File: src/inc/cbuf_pkg.sv
// Package for the circular buffer address generation block
package cbuf_pkg;
  localparam int ADDR_W         = 16;              // Data address width
  localparam int SEL_W          = 4;               // Pointer select field width
  localparam int XSEL_LSB       = 0;               // X select field position
  localparam int YSEL_LSB       = 4;               // Y select field position
  localparam int XEN_BIT        = 15;              // X wrap enable position
  localparam int YEN_BIT        = 14;              // Y wrap enable position
  localparam logic [3:0]  SEL_NONE  = 4'hF;        // Select code meaning off
  localparam logic [15:0] CTRL_RST  = 16'h0000;    // Control reset value
  localparam logic [15:0] ADDR_RST  = 16'h0000;    // Boundary reset value

  // Pointer update request from the pipeline
  typedef struct packed {
    logic              valid;                      // Update present
    logic [SEL_W-1:0]  reg_num;                    // Working register number
    logic [ADDR_W-1:0] old_ptr;                    // Pointer before update
    logic [ADDR_W-1:0] new_ptr;                    // Pointer after plain math
  } cbuf_upd_t;

  // Pointer update result to the register file
  typedef struct packed {
    logic              valid;                      // Result present
    logic [SEL_W-1:0]  reg_num;                    // Working register number
    logic [ADDR_W-1:0] ptr;                        // Final pointer
    logic              wrapped;                    // Boundary reload taken
  } cbuf_res_t;

  // Buffer boundary pair
  typedef struct packed {
    logic [ADDR_W-1:0] start_addr;                 // Lowest buffer address
    logic [ADDR_W-1:0] end_addr;                   // Highest buffer address
  } cbuf_bounds_t;
endpackage

File: src/rtl/cbuf_wrap.sv
// One boundary-checking unit for a single address generator
`timescale 1ns/1ps
module cbuf_wrap
  import cbuf_pkg::*;
#(
  parameter int AW = 16                            // Address width
)
(
  input  wire logic                   active,
  input  wire logic                   word_only,
  input  wire logic [3:0]             sel,
  input  wire cbuf_pkg::cbuf_bounds_t bounds,
  input  wire cbuf_pkg::cbuf_upd_t    upd,
  output cbuf_pkg::cbuf_res_t         res
);
  import cbuf_pkg::*;

  logic hit;                                       // Update targets selected pointer
  logic inc;                                       // Pointer moves upward
  logic over;                                      // Moved past end address
  logic under;                                     // Moved below start address
  logic [AW-1:0] ptr;                              // Chosen pointer

  // Boundary decision, purely combinational so the pipeline sees no latency
  always_comb
  begin
    hit   = active && (upd.reg_num == sel);
    inc   = upd.new_ptr > upd.old_ptr;
    // Only the edge ahead of the motion is checked; software keeps non power-of-two buffers one-way
    over  = inc && (upd.new_ptr > bounds.end_addr);
    under = !inc && (upd.new_ptr < bounds.start_addr);
    if (!hit)
    begin
      ptr = upd.new_ptr;
    end
    else if (over)
    begin
      ptr = bounds.start_addr;
    end
    else if (under)
    begin
      ptr = bounds.end_addr;
    end
    else
    begin
      ptr = upd.new_ptr;
    end
    // Y side assumes word data, so bit 0 of the selected pointer is forced clear
    if (word_only && hit)
    begin
      ptr[0] = 1'b0;
    end
    res.valid   = upd.valid;
    res.reg_num = upd.reg_num;
    res.ptr     = ptr;
    res.wrapped = hit && (over || under);
  end
endmodule

File: src/rtl/cbuf_addr_gen.sv
// Circular buffer address generation for the X and Y data spaces
// Usage notes
// Load both boundaries before setting an enable bit.
// Boundaries are byte addresses, both ends inclusive.
// Writes take effect at the next clock edge.
// Boundary writes may land in any order, back to back.
// The X read and X write generators share one select.
// Select code fifteen switches a space off entirely.
// Selecting the frame or stack pointer is best avoided.
// Non power-of-two buffers must be walked one way only.
// Direction is taken from an unsigned compare of new and old pointer.
// Only the boundary ahead of the motion is checked.
// A pointer stepping up through zero counts as a decrement, down through zero as an increment.
// Lengths read back as end minus start, in bytes.
// Lengths come from flops; results are combinational.
// Results follow the updates in the same cycle.
// Y results for the selected pointer land on an even byte address while the Y space is active.
// Reset clears every boundary and turns both spaces off.
`timescale 1ns/1ps
module cbuf_addr_gen
  import cbuf_pkg::*;
(
  // Clock and reset
  input  wire logic                sys_clk,
  input  wire logic                reset,
  // Control word and boundary writes
  input  wire logic                ctrl_we,
  input  wire logic [15:0]         ctrl_wdata,
  input  wire logic                bounds_we,
  input  wire logic [1:0]          bounds_sel,
  input  wire logic [15:0]         bounds_wdata,
  // Pointer updates from the pipeline
  input  wire cbuf_pkg::cbuf_upd_t x_read_upd,
  input  wire cbuf_pkg::cbuf_upd_t x_write_upd,
  input  wire cbuf_pkg::cbuf_upd_t y_upd,
  // Final pointers to the register file
  output cbuf_pkg::cbuf_res_t      x_read_res,
  output cbuf_pkg::cbuf_res_t      x_write_res,
  output cbuf_pkg::cbuf_res_t      y_res,
  // Status readback
  output logic [15:0]              circular_addr_control,
  output logic                     x_active,
  output logic                     y_active,
  output logic [15:0]              x_buffer_length,
  output logic [15:0]              y_buffer_length
);
  import cbuf_pkg::*;

  // Registers
  logic [15:0]  ctrl_q;                            // Control word
  cbuf_bounds_t x_bounds_q;                        // X buffer boundaries
  cbuf_bounds_t x_bounds_d;                        // X boundaries after this edge
  cbuf_bounds_t y_bounds_q;                        // Y buffer boundaries
  cbuf_bounds_t y_bounds_d;                        // Y boundaries after this edge
  logic [15:0]  x_len_q;                           // X length, held in a flop
  logic [15:0]  y_len_q;                           // Y length, held in a flop
  // Decoded fields
  logic [3:0]   x_pointer_select;                  // X pointer field
  logic [3:0]   y_pointer_select;                  // Y pointer field
  logic         x_wrap_enable;                     // X enable flag
  logic         y_wrap_enable;                     // Y enable flag

  // Length in bytes minus one: end minus start, stored in x_len_q and y_len_q
  function automatic logic [15:0] buf_len(input cbuf_bounds_t b);
    buf_len = b.end_addr - b.start_addr;
  endfunction

  // One space's pointer select field out of the control word
  function automatic logic [SEL_W-1:0] sel_field(input logic [15:0] c, input int lsb);
    sel_field = c[lsb +: SEL_W];
  endfunction

  // A space wraps only when enabled and its select is not the off code
  function automatic logic space_on(input logic en, input logic [SEL_W-1:0] sel);
    space_on = en && (sel != SEL_NONE);
  endfunction

  // Control register write
  // A write shows in the results from the next cycle on
  always_ff @(posedge sys_clk)
  begin
    if (reset)
    begin
      ctrl_q <= CTRL_RST;
    end
    else if (ctrl_we)
    begin
      ctrl_q <= ctrl_wdata;
    end
  end

  // Boundary write decode, 0..3 = X start, X end, Y start, Y end
  always_comb
  begin
    x_bounds_d = x_bounds_q;                       // Hold unless written
    y_bounds_d = y_bounds_q;
    if (bounds_we)
    begin
      unique case (bounds_sel)
        2'h0: x_bounds_d.start_addr = bounds_wdata;
        2'h1: x_bounds_d.end_addr   = bounds_wdata;
        2'h2: y_bounds_d.start_addr = bounds_wdata;
        2'h3: y_bounds_d.end_addr   = bounds_wdata;
      endcase
    end
  end

  // X boundary registers
  always_ff @(posedge sys_clk)
  begin
    if (reset)
    begin
      x_bounds_q <= {ADDR_RST, ADDR_RST};
    end
    else
    begin
      x_bounds_q <= x_bounds_d;
    end
  end

  // Y boundary registers
  always_ff @(posedge sys_clk)
  begin
    if (reset)
    begin
      y_bounds_q <= {ADDR_RST, ADDR_RST};
    end
    else
    begin
      y_bounds_q <= y_bounds_d;
    end
  end

  // Lengths kept in flops, worked out from the values about to be stored
  // so they change at the same edge as the boundary write itself
  always_ff @(posedge sys_clk)
  begin
    if (reset)
    begin
      x_len_q <= buf_len({ADDR_RST, ADDR_RST});
      y_len_q <= buf_len({ADDR_RST, ADDR_RST});
    end
    else
    begin
      x_len_q <= buf_len(x_bounds_d);
      y_len_q <= buf_len(y_bounds_d);
    end
  end

  // Field decode and activation; X read and X write share one decision
  always_comb
  begin
    x_pointer_select = sel_field(ctrl_q, XSEL_LSB);
    y_pointer_select = sel_field(ctrl_q, YSEL_LSB);
    x_wrap_enable    = ctrl_q[XEN_BIT];
    y_wrap_enable    = ctrl_q[YEN_BIT];
    x_active = space_on(x_wrap_enable, x_pointer_select);
    y_active = space_on(y_wrap_enable, y_pointer_select);
  end

  // Readback and lengths straight from flops
  assign circular_addr_control = ctrl_q;
  assign x_buffer_length       = x_len_q;
  assign y_buffer_length       = y_len_q;

  // Three generators work side by side in one cycle. Each sees only its
  // own update, so a register updated on two ports at once is judged
  // once per port; the pipeline decides which result it keeps.

  // X read generator; also serves program space pointers
  // Byte data allowed, so bit 0 is left alone
  cbuf_wrap #(.AW(ADDR_W)) u_x_read (
    .active    (x_active),
    .word_only (1'b0),
    .sel       (x_pointer_select),
    .bounds    (x_bounds_q),
    .upd       (x_read_upd),
    .res       (x_read_res)
  );

  // X write generator shares X settings
  // Same select and buffer as the read side
  cbuf_wrap #(.AW(ADDR_W)) u_x_write (
    .active    (x_active),
    .word_only (1'b0),
    .sel       (x_pointer_select),
    .bounds    (x_bounds_q),
    .upd       (x_write_upd),
    .res       (x_write_res)
  );

  // Y generator, word data only
  // Bit 0 cleared on the selected pointer only
  cbuf_wrap #(.AW(ADDR_W)) u_y (
    .active    (y_active),
    .word_only (1'b1),
    .sel       (y_pointer_select),
    .bounds    (y_bounds_q),
    .upd       (y_upd),
    .res       (y_res)
  );
endmodule

File: config.mk
export PLATFORM = sky130hd
export DESIGN_NAME = cbuf_addr_gen
export DESIGN_NICKNAME = d
export VERILOG_FILES = /design/src/inc/cbuf_pkg.sv /design/src/rtl/cbuf_wrap.sv /design/src/rtl/cbuf_addr_gen.sv
export SDC_FILE = /design/constraint.sdc
export NUM_CORES = 1
export LEC_CHECK = 0
export BUFFER_PORTS_ARGS = -buffer_cell sky130_fd_sc_hd__buf_2
export CAP_MARGIN = 20
export CORE_ASPECT_RATIO = 2
export CORE_UTILIZATION = 49
export CTS_CLUSTER_SIZE = 12
export DETAILED_ROUTE_END_ITERATION = 10
export PLACE_DENSITY = 0.79
export SLEW_MARGIN = 20
export SYNTH_ARGS = -nofsm -noshare
export SYNTH_HDL_FRONTEND = slang
export SYNTH_SLANG_ARGS = --single-unit
export TNS_END_PERCENT = 10
File: constraint.sdc
create_clock -name sys_clk -period 3.8 [get_ports sys_clk]
set_input_delay 0.19 -clock sys_clk [delete_from_list [all_inputs] [get_ports sys_clk]]
set_output_delay 0.19 -clock sys_clk [all_outputs]
set_load 0.1 [all_outputs]
# After elaboration in Yosys (flattened, before gate mapping)
# Index checks and enable logic that the tools add are counted.
dict set report word_totals {
  regBits 112
  input_bits 149
}
dict set report classes {
  n_reduce_logical 21
  mux 16
  eq_ne 8
  n_lt_le_gt_ge 9
  n_addsub 2
}
# operator count
set op_table {}
lappend op_table {{$mux 16} 13}
lappend op_table {{$gt 16x16->1} 6}
lappend op_table {{$mux 32} 2}
lappend op_table {{$lt 16x16->1} 3}
lappend op_table {{$sub 16x16->16} 2}
lappend op_table {{$logic_and 1x1->1} 14}
lappend op_table {{$eq 4x4->1} 3}
lappend op_table {{$ne 4x4->1 const B} 2}
lappend op_table {{$eq 2x2->1 const B} 2}
lappend op_table {{$logic_not 1->1} 3}
lappend op_table {{$logic_or 1x1->1} 3}
lappend op_table {{$eq 2x1->1 const B} 1}
lappend op_table {{$logic_not 2->1} 1}
lappend op_table {{$mux 1} 1}

# Depth between registers and ports, before layout
# Gate-level depths: netlist of run 1.
dict set report logic_depth {
  word_depth 7
  depth_mapped 15
}

# By module
# Synthesis of run 1 repeated with hierarchy kept, for this count alone.
dict set report unflattened {
  cells_unflattened 1574
  hier_area_um2 11737.5
}
# mod instances cells_per_inst area_each_um2 seq_area_each_um2
set modules_own_cells {}
lappend modules_own_cells {cbuf_addr_gen 1 886 6829.0 2242.2}
lappend modules_own_cells {{cbuf_wrap at u_x_write} 1 237 1696.6 0.0}
lappend modules_own_cells {{cbuf_wrap at u_x_read} 1 236 1615.3 0.0}
lappend modules_own_cells {{cbuf_wrap at u_y} 1 215 1596.5 0.0}

# Worst setup path before layout of run 1
# OpenSTA, ideal clock, no wires.
dict set report synth_path {
  kind {reg2out}
  startpoint {register ctrl_q[4] (netlist: circular_addr_control[4])}
  endpoint {output y_res[10] in the netlist's numbering}
  t_arrival_ns 4.033
  path_stages_with_launch 7
  setup_slack_ns -0.423
  required_time_ns 3.610
  n_path_buf 1
  cell_sequence {dfxtp_1 -> xnor2_1 -> nand4_1 -> nor2_1 -> a21boi_4 -> buf_2 -> a2bb2oi_1}
}
# item line
set synth_lines {}
lappend synth_lines {{from (decl)} cbuf_addr_gen.sv:50} ;# logic [15:0] ctrl_q;
lappend synth_lines {{from (signal assigned)} cbuf_addr_gen.sv:88} ;# ctrl_q <= ctrl_wdata;
lappend synth_lines {{to (decl)} cbuf_addr_gen.sv:39} ;# output cbuf_pkg::cbuf_res_t y_res,

==> metrics.csv, run 1 <==
stage,metric,value,unit
outcome,status,"complete, no violations",
global_routing,largest net degree at the start of global routing,77,
synthesis,post-synth top area cell,dfxtp_1,
timing,final hold violation count,0,
floorplan,core area,18900,um^2
global_routing,initial antenna violation count,1,
setup_path,crit path kind,reg2out,
cells_and_area,share of layout cells above drive strength 1,25.7,%
placement,Placer Congestion,1.02,
cts,H-Tree Depth,3,
synthesis,post-synthesis sequential area ratio,23.5,%
route,Iter 0 DRT Violations,333,
cells_and_area,diodes inserted,0,
setup_path,Worst Path Buf+Inv,3,
setup_path,"CP delay by family, top",compound AO/OA/AOI/OAI gates,
placement,I/O Buffers,258,
placement,DP Wirelength,25600,um
min_path,hold crit path type,in2reg,
route,DRC,0,
setup_path,worst path cell trace,inv_1 > ha_1 > nand4_1 > a21oi_1 > a211oi_1 > o31a_1 > or3_1 > a21boi_4 > buf_12 > a2bb2oi_1 > buf_12,
setup_path,CP max FO,16,
synthesis,mean post-synth cell area,8.62,um^2
timing,RSZ-0062 raised after global routing,false,
timing,fin. max-slew vios,0,
cts,CTS sink cnt,112,
route,Routed Antenna Nets,0,
timing,fmax,272,MHz
synthesis,post-synthesis compound-gate area fraction,19.4,%
pwr,Seq pwr share,29.6,%
setup_path,CP arrival,3.48,ns
timing,crit path time final,3.67,ns
global_routing,Congestion Overflow GR,0,
setup_path,Worst setup EP type,primary output,
placement,placed inst area,11900,um^2
global_routing,vias in the first global route,9463,
placement,pre-CTS WS,0.281,ns
setup_path,CP max-delay cell,or3_1,
synthesis,post-synthesis mux area share,8.98,%
cts,CTS buffer count,9,
synthesis,largest family of logic cells by synthesized area,adder cells,
pwr,Pwr Density,370,nW/um^2
setup_path,Critical Path Source Type,flop,
floorplan,die span in y,199,um
cells_and_area,Layout Nets,1676,
synthesis,asr flop ratio synth,0,%
cts,clk slew on worst S/H paths,0.07,ns
pwr,Internal,2.47,mW
synthesis,Syn Inst Count,1109,
route,vias per cell,5.78,
synthesis,number of synthesized register bits,112,
synthesis,Main synth FF type,dfxtp_1,
pwr,Gate power share,49.1,%
synthesis,top post-synthesis cells by area,"dfxtp_1, ha_1, mux2i_1",
route,First-pass DRT Iterations,4,
cts,Post CTS Setup Buffer Count,0,
global_routing,GRT Total Usage,30.3,%
run,Max Cap Violations,0,
pwr,Clock Power Share,21.3,%
floorplan,Die Footprint,20100,um^2
pwr,P_sw,2.03,mW
synthesis,most frequent cell after synthesis,ha_1,
cts,root buf cell,clkbuf_16,
timing,PnR worst setup slack,0.130,ns
cells_and_area,Layout Area Growth over Synthesis,27.3,%
route,Avg WL per Cell,18.8,um
timing,Final setup viols,0,
floorplan,row count,71,
timing,final cycle utilization of the critical path,96.6,%
timing,Hold WS,0.0750,ns
pwr,sw frac,45.1,%
synthesis,synthesized area,9560,um^2
synthesis,Post-Synth Adder-Cell Area,22.8,%
pwr,peak supply drop,0.000296,V
synthesis,Synth cell types,61,
synthesis,Syn Nets,1431,
cells_and_area,post-layout util,64.3,%
setup_path,most frequent CP cell,buf_12,
cts,CTS tree,yes,
timing,worst-margin pin slew,0.762,ns
synthesis,Synth Area in XOR/XNOR,3.76,%
global_routing,first-pass GRT wire length,46600,um
floorplan,I/O pins,265,
synthesis,total number of yosys warnings,0,
cts,Clock Tree Buf Depth,2,
synthesis,simple-gate portion of the synthesized area,14.0,%
floorplan,die width,101,um
synthesis,number of synthesized flops with an enable pin,0,
synthesis,top post-synthesis cells by count,"ha_1, inv_1, dfxtp_1",
cells_and_area,"Design Area, Final",12200,um^2
setup_path,WP data required,3.61,ns
route,detailed-route via count,9330,
pwr,Leak,5.82,nW
synthesis,Yosys top cell area share,23.5,%
cts,worst skew pair latency,0.35,ns
timing,Post-Route Skew,0.00689,ns
route,WL final,30300,um
floorplan,initial core utilization,50.5,%
setup_path,max incr delay on CP,0.51,ns
timing,Slew headroom,49.2,%
-- layer usage --
layer | track usage [%] | part of all wire, %
met4 | 25.2 | 8.5
met5 | 0 | 0.040
met2 | 57.6 | 54
met3 | 3.18 | 3.8
met1 | 28.3 | 34
-- stage by stage --
stage          power [mW]  TNS [ns]  cells
3_3_place_gp         3.53         0   1598
6_report             4.50         0   1614
3_5_place_dp         3.56         0   1598
2_1_floorplan        2.98     -7.41   1109
4_1_cts              4.52         0   1614
5_1_grt              4.71         0   1614
-- registers in the layout (all words and copies together), names as in the netlist --
| register | flops |
|---|---|
| x_bounds_q | 32 |
| y_buffer_length | 16 |
| y_bounds_q | 32 |
| circular_addr_control | 16 |
| x_buffer_length | 16 |
-- cell families (layout without fill, tap and decap cells) --
group | count (synthesis) | count (layout)
AOI/OAI and AO/OA | 259 | 259
buffers and inverters | 173 | 423
and+or+nand+nor | 269 | 269
adders and majority gates | 173 | 173
DFF | 112 | 112
muxes | 82 | 82
xor gates and xnor gates | 41 | 41
-- what timing repair did --
action	in CTS	in global routing
endpoints found under the setup margin	0	3
hold buffers	0	0
resized for setup	0	1
-- cell type report --
cell class / count / area (um^2)
inverters: 121 / 454
multi-input cells: 824 / 6590
clock buffers: 11 / 243
flip-flops and latches: 112 / 2240
well taps: 255 / 319
fillers: 1615 / 6750
clock inverters: 5 / 56.3
repair buffers: 286 / 2270
-- power groups by stage --
| stage | combinational, mW | sequential (mW) | clock (mW) |
|---|---|---|---|
| after CTS | 2.21 | 1.33 | 0.974 |
| after floorplan | 1.08 | 1.90 | 0 |
| after detailed placement | 2.20 | 1.36 | 0 |
| after global routing | 2.35 | 1.34 | 1.02 |
| final | 2.21 | 1.33 | 0.957 |
| after global placement | 2.17 | 1.36 | 0 |
-- worst paths after layout --
path              cells after the start                                    from                                      to  slack [ns]
setup / recovery                     11                y_bounds_q[4]$_SDFF_PP0_                               y_res[12]        0.13
hold / removal                        3                           ctrl_wdata[4]   circular_addr_control[4]$_SDFFE_PP0P_        0.07
setup reg to reg                     10                y_bounds_q[1]$_SDFF_PP0_          y_buffer_length[15]$_SDFF_PP0_        0.65
hold reg to reg                       2  circular_addr_control[11]$_SDFFE_PP0P_  circular_addr_control[11]$_SDFFE_PP0P_        0.50
-- worst reg2reg max path, cell delays in order, from the launching register on --
cell	delay, ns
dfxtp_1	0.35
mux2_2	0.31
ha_1	0.27
nor2b_1	0.14
o31a_1	0.27
o41a_1	0.37
a2111oi_0	0.65
nor3_1	0.20
a31oi_1	0.25
xnor2_1	0.15
nor2_1	0.06
-- cell usage in the layout, fill, tap and decap left out, drive strengths merged, types with 4 or more instances in the layout --
cell type,instances
a21o,16
a2bb2oi,47
and4,4
inv,121
mux2i,52
nand4,30
nand2b,6
o21ai,26
buf,286
o2111ai,5
o21bai,5
a21oi,64
o31a,4
nor2,98
or2,4
and3,4
mux2,30
nor3,8
clkbuf,11
nand3,21
o22ai,47
nand2,36
xnor2,28
a21boi,4
a211oi,13
ha,171
xor2,13
nor2b,45
or3,4
dfxtp,112
o211ai,8
Note: power is estimated with default switching activity, not from simulation.
==> run 2: changes to the inputs <==
Settings changed: CORE_MARGIN from default to 5, REMOVE_ABC_BUFFERS from default to 1.
==> run 2 against run 1 <==
Effect of this change: core utilization down 2.3 points; highest routed layer is now met4; clock power about the same; combinational power about the same; hold slack worse by 0.0077 ns; fmax about the same; clock skew down 0.00053 ns; first-iteration DRC count down 0.90%; total power down 0.58%; via count down 1.3%; critical path type unchanged; setup slack worse by 0.0029 ns; non-clock buffer count down 4; critical endpoint is now x_read_res[11]; count of clock-buffer cells in the layout down 1.
==> metrics.csv, run 2 (same netlist as run 1, synthesis figures left out) <==
stage,metric,value,unit,change
timing,worst-margin pin slew,0.999,ns,+0.237 ns
route,detailed-route via count,9205,,-1.3%
setup_path,Critical Path Source Type,flop,,
min_path,hold crit path type,in2reg,,
cts,clk slew on worst S/H paths,0.08,ns,about the same
cts,H-Tree Depth,3,,unchanged
global_routing,met1 usage,25.6,%,-2.8 points
route,vias per cell,5.70,,-1.5%
route,WL final,31900,um,+5.4%
pwr,Leak,5.74,nW,-1.3%
pwr,Pwr Density,375,nW/um^2,+1.3%
timing,fin. max-slew vios,0,,unchanged
route,First-pass DRT Iterations,4,,unchanged
cells_and_area,Layout Area Growth over Synthesis,25.0,%,
floorplan,initial core utilization,49.6,%,-0.93 points
timing,crit path time final,3.67,ns,+0.00287 ns
floorplan,die span in y,207,um,+4.0%
run,Max Cap Violations,0,,unchanged
global_routing,Congestion Overflow GR,0,,unchanged
cells_and_area,Multi-input gate area,6580,um^2,about the same
timing,Post-Route Skew,0.00636,ns,-0.000533 ns
global_routing,grt met2 use,52.7,%,-5.0 points
timing,Slew headroom,33.4,%,-16 points
global_routing,largest net degree at the start of global routing,97,,+26%
timing,Hold WS,0.0673,ns,-0.00771 ns
outcome,status,"complete, no violations",,
floorplan,Die Footprint,22600,um^2,+12%
global_routing,GRT Total Usage,27.8,%,-2.6 points
cells_and_area,Layout Nets,1672,,-0.24%
global_routing,initial antenna violation count,2,,+1
cts,CTS Hold Bufs,0,,unchanged
global_routing,first-pass GRT wire length,48700,um,+4.4%
timing,fmax,272,MHz,about the same
cts,CTS tree,yes,,
timing,final cycle utilization of the critical path,96.7,%,about the same
cells_and_area,fill cell count,1745,,+8.0%
cts,root buf cell,clkbuf_16,,
cells_and_area,share of layout cells above drive strength 1,25.5,%,-0.15 points
setup_path,CP max FO,17,,+1
timing,final setup TNS,0,ns,unchanged
placement,Placer Congestion,0.922,,-9.3%
cts,Clock Tree Buf Depth,2,,unchanged
placement,I/O Buffers,258,,unchanged
floorplan,I/O pins,265,,unchanged
route,Iter 0 DRT Violations,330,,-0.90%
placement,DP Wirelength,26800,um,+4.9%
global_routing,vias in the first global route,9757,,+3.1%
cts,CTS sink cnt,112,,unchanged
cells_and_area,biggest regs,"x_bounds_q (32), y_bounds_q (32)",,
global_routing,Most Crowded Layer GR,met2,,
cells_and_area,most frequent cells in the layout,"buf_2, ha_1, inv_1, dfxtp_1, nor2_1",,
cts,CTS buffer count,9,,unchanged
timing,RSZ-0062 raised after global routing,false,,
route,Routed Antenna Nets,0,,unchanged
floorplan,row count,72,,+1.4%
setup_path,WP data required,3.61,ns,about the same
floorplan,core area,19300,um^2,+1.9%
cells_and_area,FF/Latch Area,2240,um^2,unchanged
setup_path,crit path kind,reg2out,,
pwr,peak supply drop,0.000328,V,+11%
route,DRC,0,,unchanged
timing,final hold violation count,0,,unchanged
cts,worst skew pair latency,0.35,ns,about the same
floorplan,die width,109,um,+7.9%
route,Avg WL per Cell,19.7,um,+5.3%
timing,Final setup viols,0,,unchanged
setup_path,CP arrival,3.48,ns,about the same
cells_and_area,"commonest non-fill, non-tap cell in the layout",buf_2,,
setup_path,Worst setup EP type,primary output,,
global_routing,met3 Use GR,2.33,%,-0.85 points
==> run 2: changes by cell type in the layout (fill, tap and decap cells not counted), sizes merged <==
cell	change
buf	-10
clkbuf	+5
inv	+5
clkinv	-2
diode	+2
bufinv	-1
clkinvlp	-1
==> run 2: layout make-up <==
type                    count  area share [%]
clock buffers              10            2.00
flip-flops and latches    112            18.8
repair buffers            282            17.1
well taps                 259            2.71
inverters                 121            3.80
diodes                      2          0.0419
multi-input cells         824            55.1
clock inverters             6           0.482
==> run 2: critical path: stages (launching register included) <==
cell	delay, ns
dfxtp_1	0.40
inv_1	0.09
ha_1	0.30
o21ai_1	0.07
a21oi_1	0.14
nor3_1	0.08
o31ai_1	0.35
a211oi_1	0.13
a311o_2	0.53
a21boi_2	0.21
buf_4	0.19
a2bb2oi_1	0.40
buf_12	0.23
==> run 2: routing by layer <==
layer	routed length (um)	up-vias
met5	0	-
met4	2840	0
met3	1140	135
met2	17400	322
met1	10600	4270
li1	-	4478
==> run 2: path summary, 6_finish.rpt <==
path                                               from                                     to  slack (ns)  depth (start not counted)
setup / recovery               x_bounds_q[2]$_SDFF_PP0_                         x_read_res[11]        0.13                         12
hold / removal                            ctrl_wdata[1]  circular_addr_control[1]$_SDFFE_PP0P_        0.07                          3
setup reg to reg              y_bounds_q[17]$_SDFF_PP0_         y_buffer_length[15]$_SDFF_PP0_        0.84                         10
hold reg to reg   circular_addr_control[9]$_SDFFE_PP0P_  circular_addr_control[9]$_SDFFE_PP0P_        0.50                          2
==> run 2: where the power goes <==
group | switching [mW] | leakage [nW] | internal [mW] | total (mW)
sequential | 0.0590 | 0.919 | 1.27 | 1.33
clock | 0.477 | 0.148 | 0.482 | 0.958
combinational | 1.54 | 4.68 | 0.645 | 2.19
==> run 2: timing repair <==
action	4_1_cts	5_1_grt
setup endpoints to repair	0	9
resized for setup	0	7
buffers inserted	0	0
==> run 2: metrics by stage <==
| step | power (mW) | worst slack (ns) | cells | cell area, um^2 | util (%) |
|---|---|---|---|---|---|
| after floorplan | 2.87 | -1.20 | 1057 | 9280 | - |
| after global placement | 3.51 | 0.403 | 1598 | 11600 | 60.3 |
| after detailed placement | 3.53 | 0.413 | 1598 | 11600 | 60.3 |
| after CTS | 4.50 | 0.0244 | 1614 | 11900 | 61.9 |
| after global routing | 4.69 | 0.000507 | 1616 | 11900 | 62.0 |
| final | 4.48 | 0.127 | 1616 | 11900 | 62.0 |
==> run 3: changes to the inputs <==
Settings changed: RECOVER_POWER from default to 25.
==> run 3 against run 2 <==
Effect of this change: the flow now finishes with violations (capacitance limit, slew limit); final area is 0.15% lower; core utilization is 0.091 points lower; combinational power hardly changed; register-to-register slack hardly changed; total power hardly changed; non-clock buffer count stayed put; global-route usage stayed put; wire length hardly changed; sequential power hardly changed; critical path type unchanged; largest cell class unchanged; highest routed layer unchanged.
==> metrics.csv, run 3 (same netlist as run 1, synthesis figures left out) <==
stage,metric,value,unit,change
timing,worst-margin pin slew,1.96,ns,+0.963 ns
setup_path,Worst setup EP type,primary output,,
setup_path,max incr delay on CP,0.53,ns,about the same
global_routing,vias in the first global route,9757,,unchanged
cells_and_area,FF/Latch Area,2240,um^2,unchanged
floorplan,row count,72,,unchanged
cts,clk slew on worst S/H paths,0.08,ns,about the same
outcome,status,"complete, but fails checks",,
pwr,Pwr Density,375,nW/um^2,+0.12%
cts,H-Tree Depth,3,,unchanged
cells_and_area,fill cell count,1756,,+0.63%
timing,Final setup viols,0,,unchanged
outcome,violated checks,"capacitance limit, slew limit",,
cells_and_area,"commonest non-fill, non-tap cell in the layout",buf_2,,
setup_path,WP data required,3.61,ns,about the same
route,vias per cell,5.69,,about the same
global_routing,met3 Use GR,2.33,%,unchanged
cells_and_area,most frequent cells in the layout,"buf_2, ha_1, inv_1, dfxtp_1, nor2_1",,
timing,Hold WS,0.0676,ns,+0.000345 ns
global_routing,initial antenna violation count,2,,unchanged
route,detailed-route via count,9203,,-0.022%
cells_and_area,"Design Area, Final",11900,um^2,-0.15%
cells_and_area,Multi-input gate area,6580,um^2,unchanged
setup_path,CP arrival,3.48,ns,about the same
setup_path,worst path cell trace,inv_1 > ha_1 > o21ai_1 > a21oi_1 > nor3_1 > o31ai_1 > a211oi_1 > a311o_2 > a21boi_2 > buf_4 > a2bb2oi_1 > buf_12,,
floorplan,Die Footprint,22600,um^2,unchanged
route,Iter 0 DRT Violations,329,,-0.30%
timing,fmax,272,MHz,about the same
cts,Post CTS Setup Buffer Count,0,,unchanged
cts,CTS tree,yes,,
cts,Clock Tree Buf Depth,2,,unchanged
route,WL final,31900,um,about the same
route,First-pass DRT Iterations,4,,unchanged
timing,final setup TNS,0,ns,unchanged
floorplan,core area,19300,um^2,unchanged
run,Max Cap Violations,1,,+1
cells_and_area,biggest regs,"x_bounds_q (32), y_bounds_q (32)",,
timing,final cycle utilization of the critical path,96.7,%,about the same
setup_path,crit path kind,reg2out,,
cts,CTS sink cnt,112,,unchanged
cts,CTS buffer count,9,,unchanged
placement,placed inst area,11600,um^2,unchanged
min_path,hold crit path type,in2reg,,
global_routing,met1 usage,25.6,%,unchanged
timing,crit path time final,3.67,ns,-0.000354 ns
global_routing,grt met2 use,52.7,%,unchanged
setup_path,Critical Path Source Type,flop,,
timing,Slew headroom,-30.8,%,-64 points
floorplan,die width,109,um,unchanged
floorplan,die span in y,207,um,unchanged
global_routing,GRT Total Usage,27.8,%,unchanged
setup_path,CP max-delay cell,a311o_2,,
pwr,Leak,5.71,nW,-0.59%
cts,root buf cell,clkbuf_16,,
cts,worst skew pair latency,0.35,ns,about the same
setup_path,R2R Setup Slk,0.84,ns,about the same
timing,RSZ-0062 raised after global routing,false,,
setup_path,CP max FO,17,,unchanged
floorplan,initial core utilization,49.6,%,unchanged
route,Routed Antenna Nets,0,,unchanged
global_routing,Congestion Overflow GR,0,,unchanged
timing,Post-Route Skew,0.00636,ns,+0.000000140 ns
cells_and_area,Layout Area Growth over Synthesis,24.8,%,
global_routing,first-pass GRT wire length,48700,um,unchanged
global_routing,largest net degree at the start of global routing,97,,unchanged
floorplan,I/O pins,265,,unchanged
global_routing,Most Crowded Layer GR,met2,,
cts,CTS Hold Bufs,0,,unchanged
timing,fin. max-slew vios,97,,+97
placement,DP Wirelength,26800,um,unchanged
cells_and_area,Layout Nets,1672,,unchanged
cts,post-CTS sizing,0,,unchanged
placement,I/O Buffers,258,,unchanged
timing,final hold violation count,0,,unchanged
placement,Placer Congestion,0.922,,unchanged
route,DRC,0,,unchanged
pwr,peak supply drop,0.000328,V,about the same
route,Avg WL per Cell,19.8,um,about the same
cells_and_area,share of layout cells above drive strength 1,24.6,%,-0.89 points
## run 3: final cells by class
class | instances | area share [%]
well taps | 259 | 2.72
flip-flops and latches | 112 | 18.8
multi-input cells | 824 | 55.2
clock buffers | 10 | 2.00
inverters | 121 | 3.81
clock inverters | 6 | 0.482
repair buffers | 282 | 17.0
diodes | 2 | 0.0420
## run 3: path summary, 6_finish.rpt
check / from / to / depth (start not counted)
worst max-delay path: x_bounds_q[2]$_SDFF_PP0_ / x_read_res[11] / 12
worst min-delay path: ctrl_wdata[1] / circular_addr_control[1]$_SDFFE_PP0P_ / 3
worst max register to register: y_bounds_q[17]$_SDFF_PP0_ / y_buffer_length[15]$_SDFF_PP0_ / 10
worst min register to register: circular_addr_control[9]$_SDFFE_PP0P_ / circular_addr_control[9]$_SDFFE_PP0P_ / 2
## run 3: metrics by stage
step	total power, mW	setup slack, ns	utilization [%]	std cells
global placement	3.51	0.403	60.3	1598
global route	4.69	0.000507	61.9	1616
CTS	4.50	0.0244	61.9	1614
floorplan	2.87	-1.20	-	1057
finish	4.48	0.127	61.9	1616
detailed placement	3.53	0.413	60.3	1598
## run 3: worst max-delay path: cells and delay by family (launching register included)
kind,cells,cell delay [ns]
simple gates,1,0.08
compound gates,7,1.83
buf+inv,3,0.51
fa+ha+maj,1,0.30
flops,1,0.40
## run 3: routing by layer
layer | wire, um | vias to the layer above
met4 | 2830 | 0
met2 | 17400 | 314
met1 | 10600 | 4277
li1 | - | 4479
met5 | 0 | -
met3 | 1100 | 133
## run 3: report_power, final
part	total, mW	leakage [nW]	internal (mW)	switching (mW)
Combinational	2.19	4.64	0.643	1.54
Sequential	1.33	0.919	1.27	0.0590
Clock	0.958	0.148	0.482	0.476
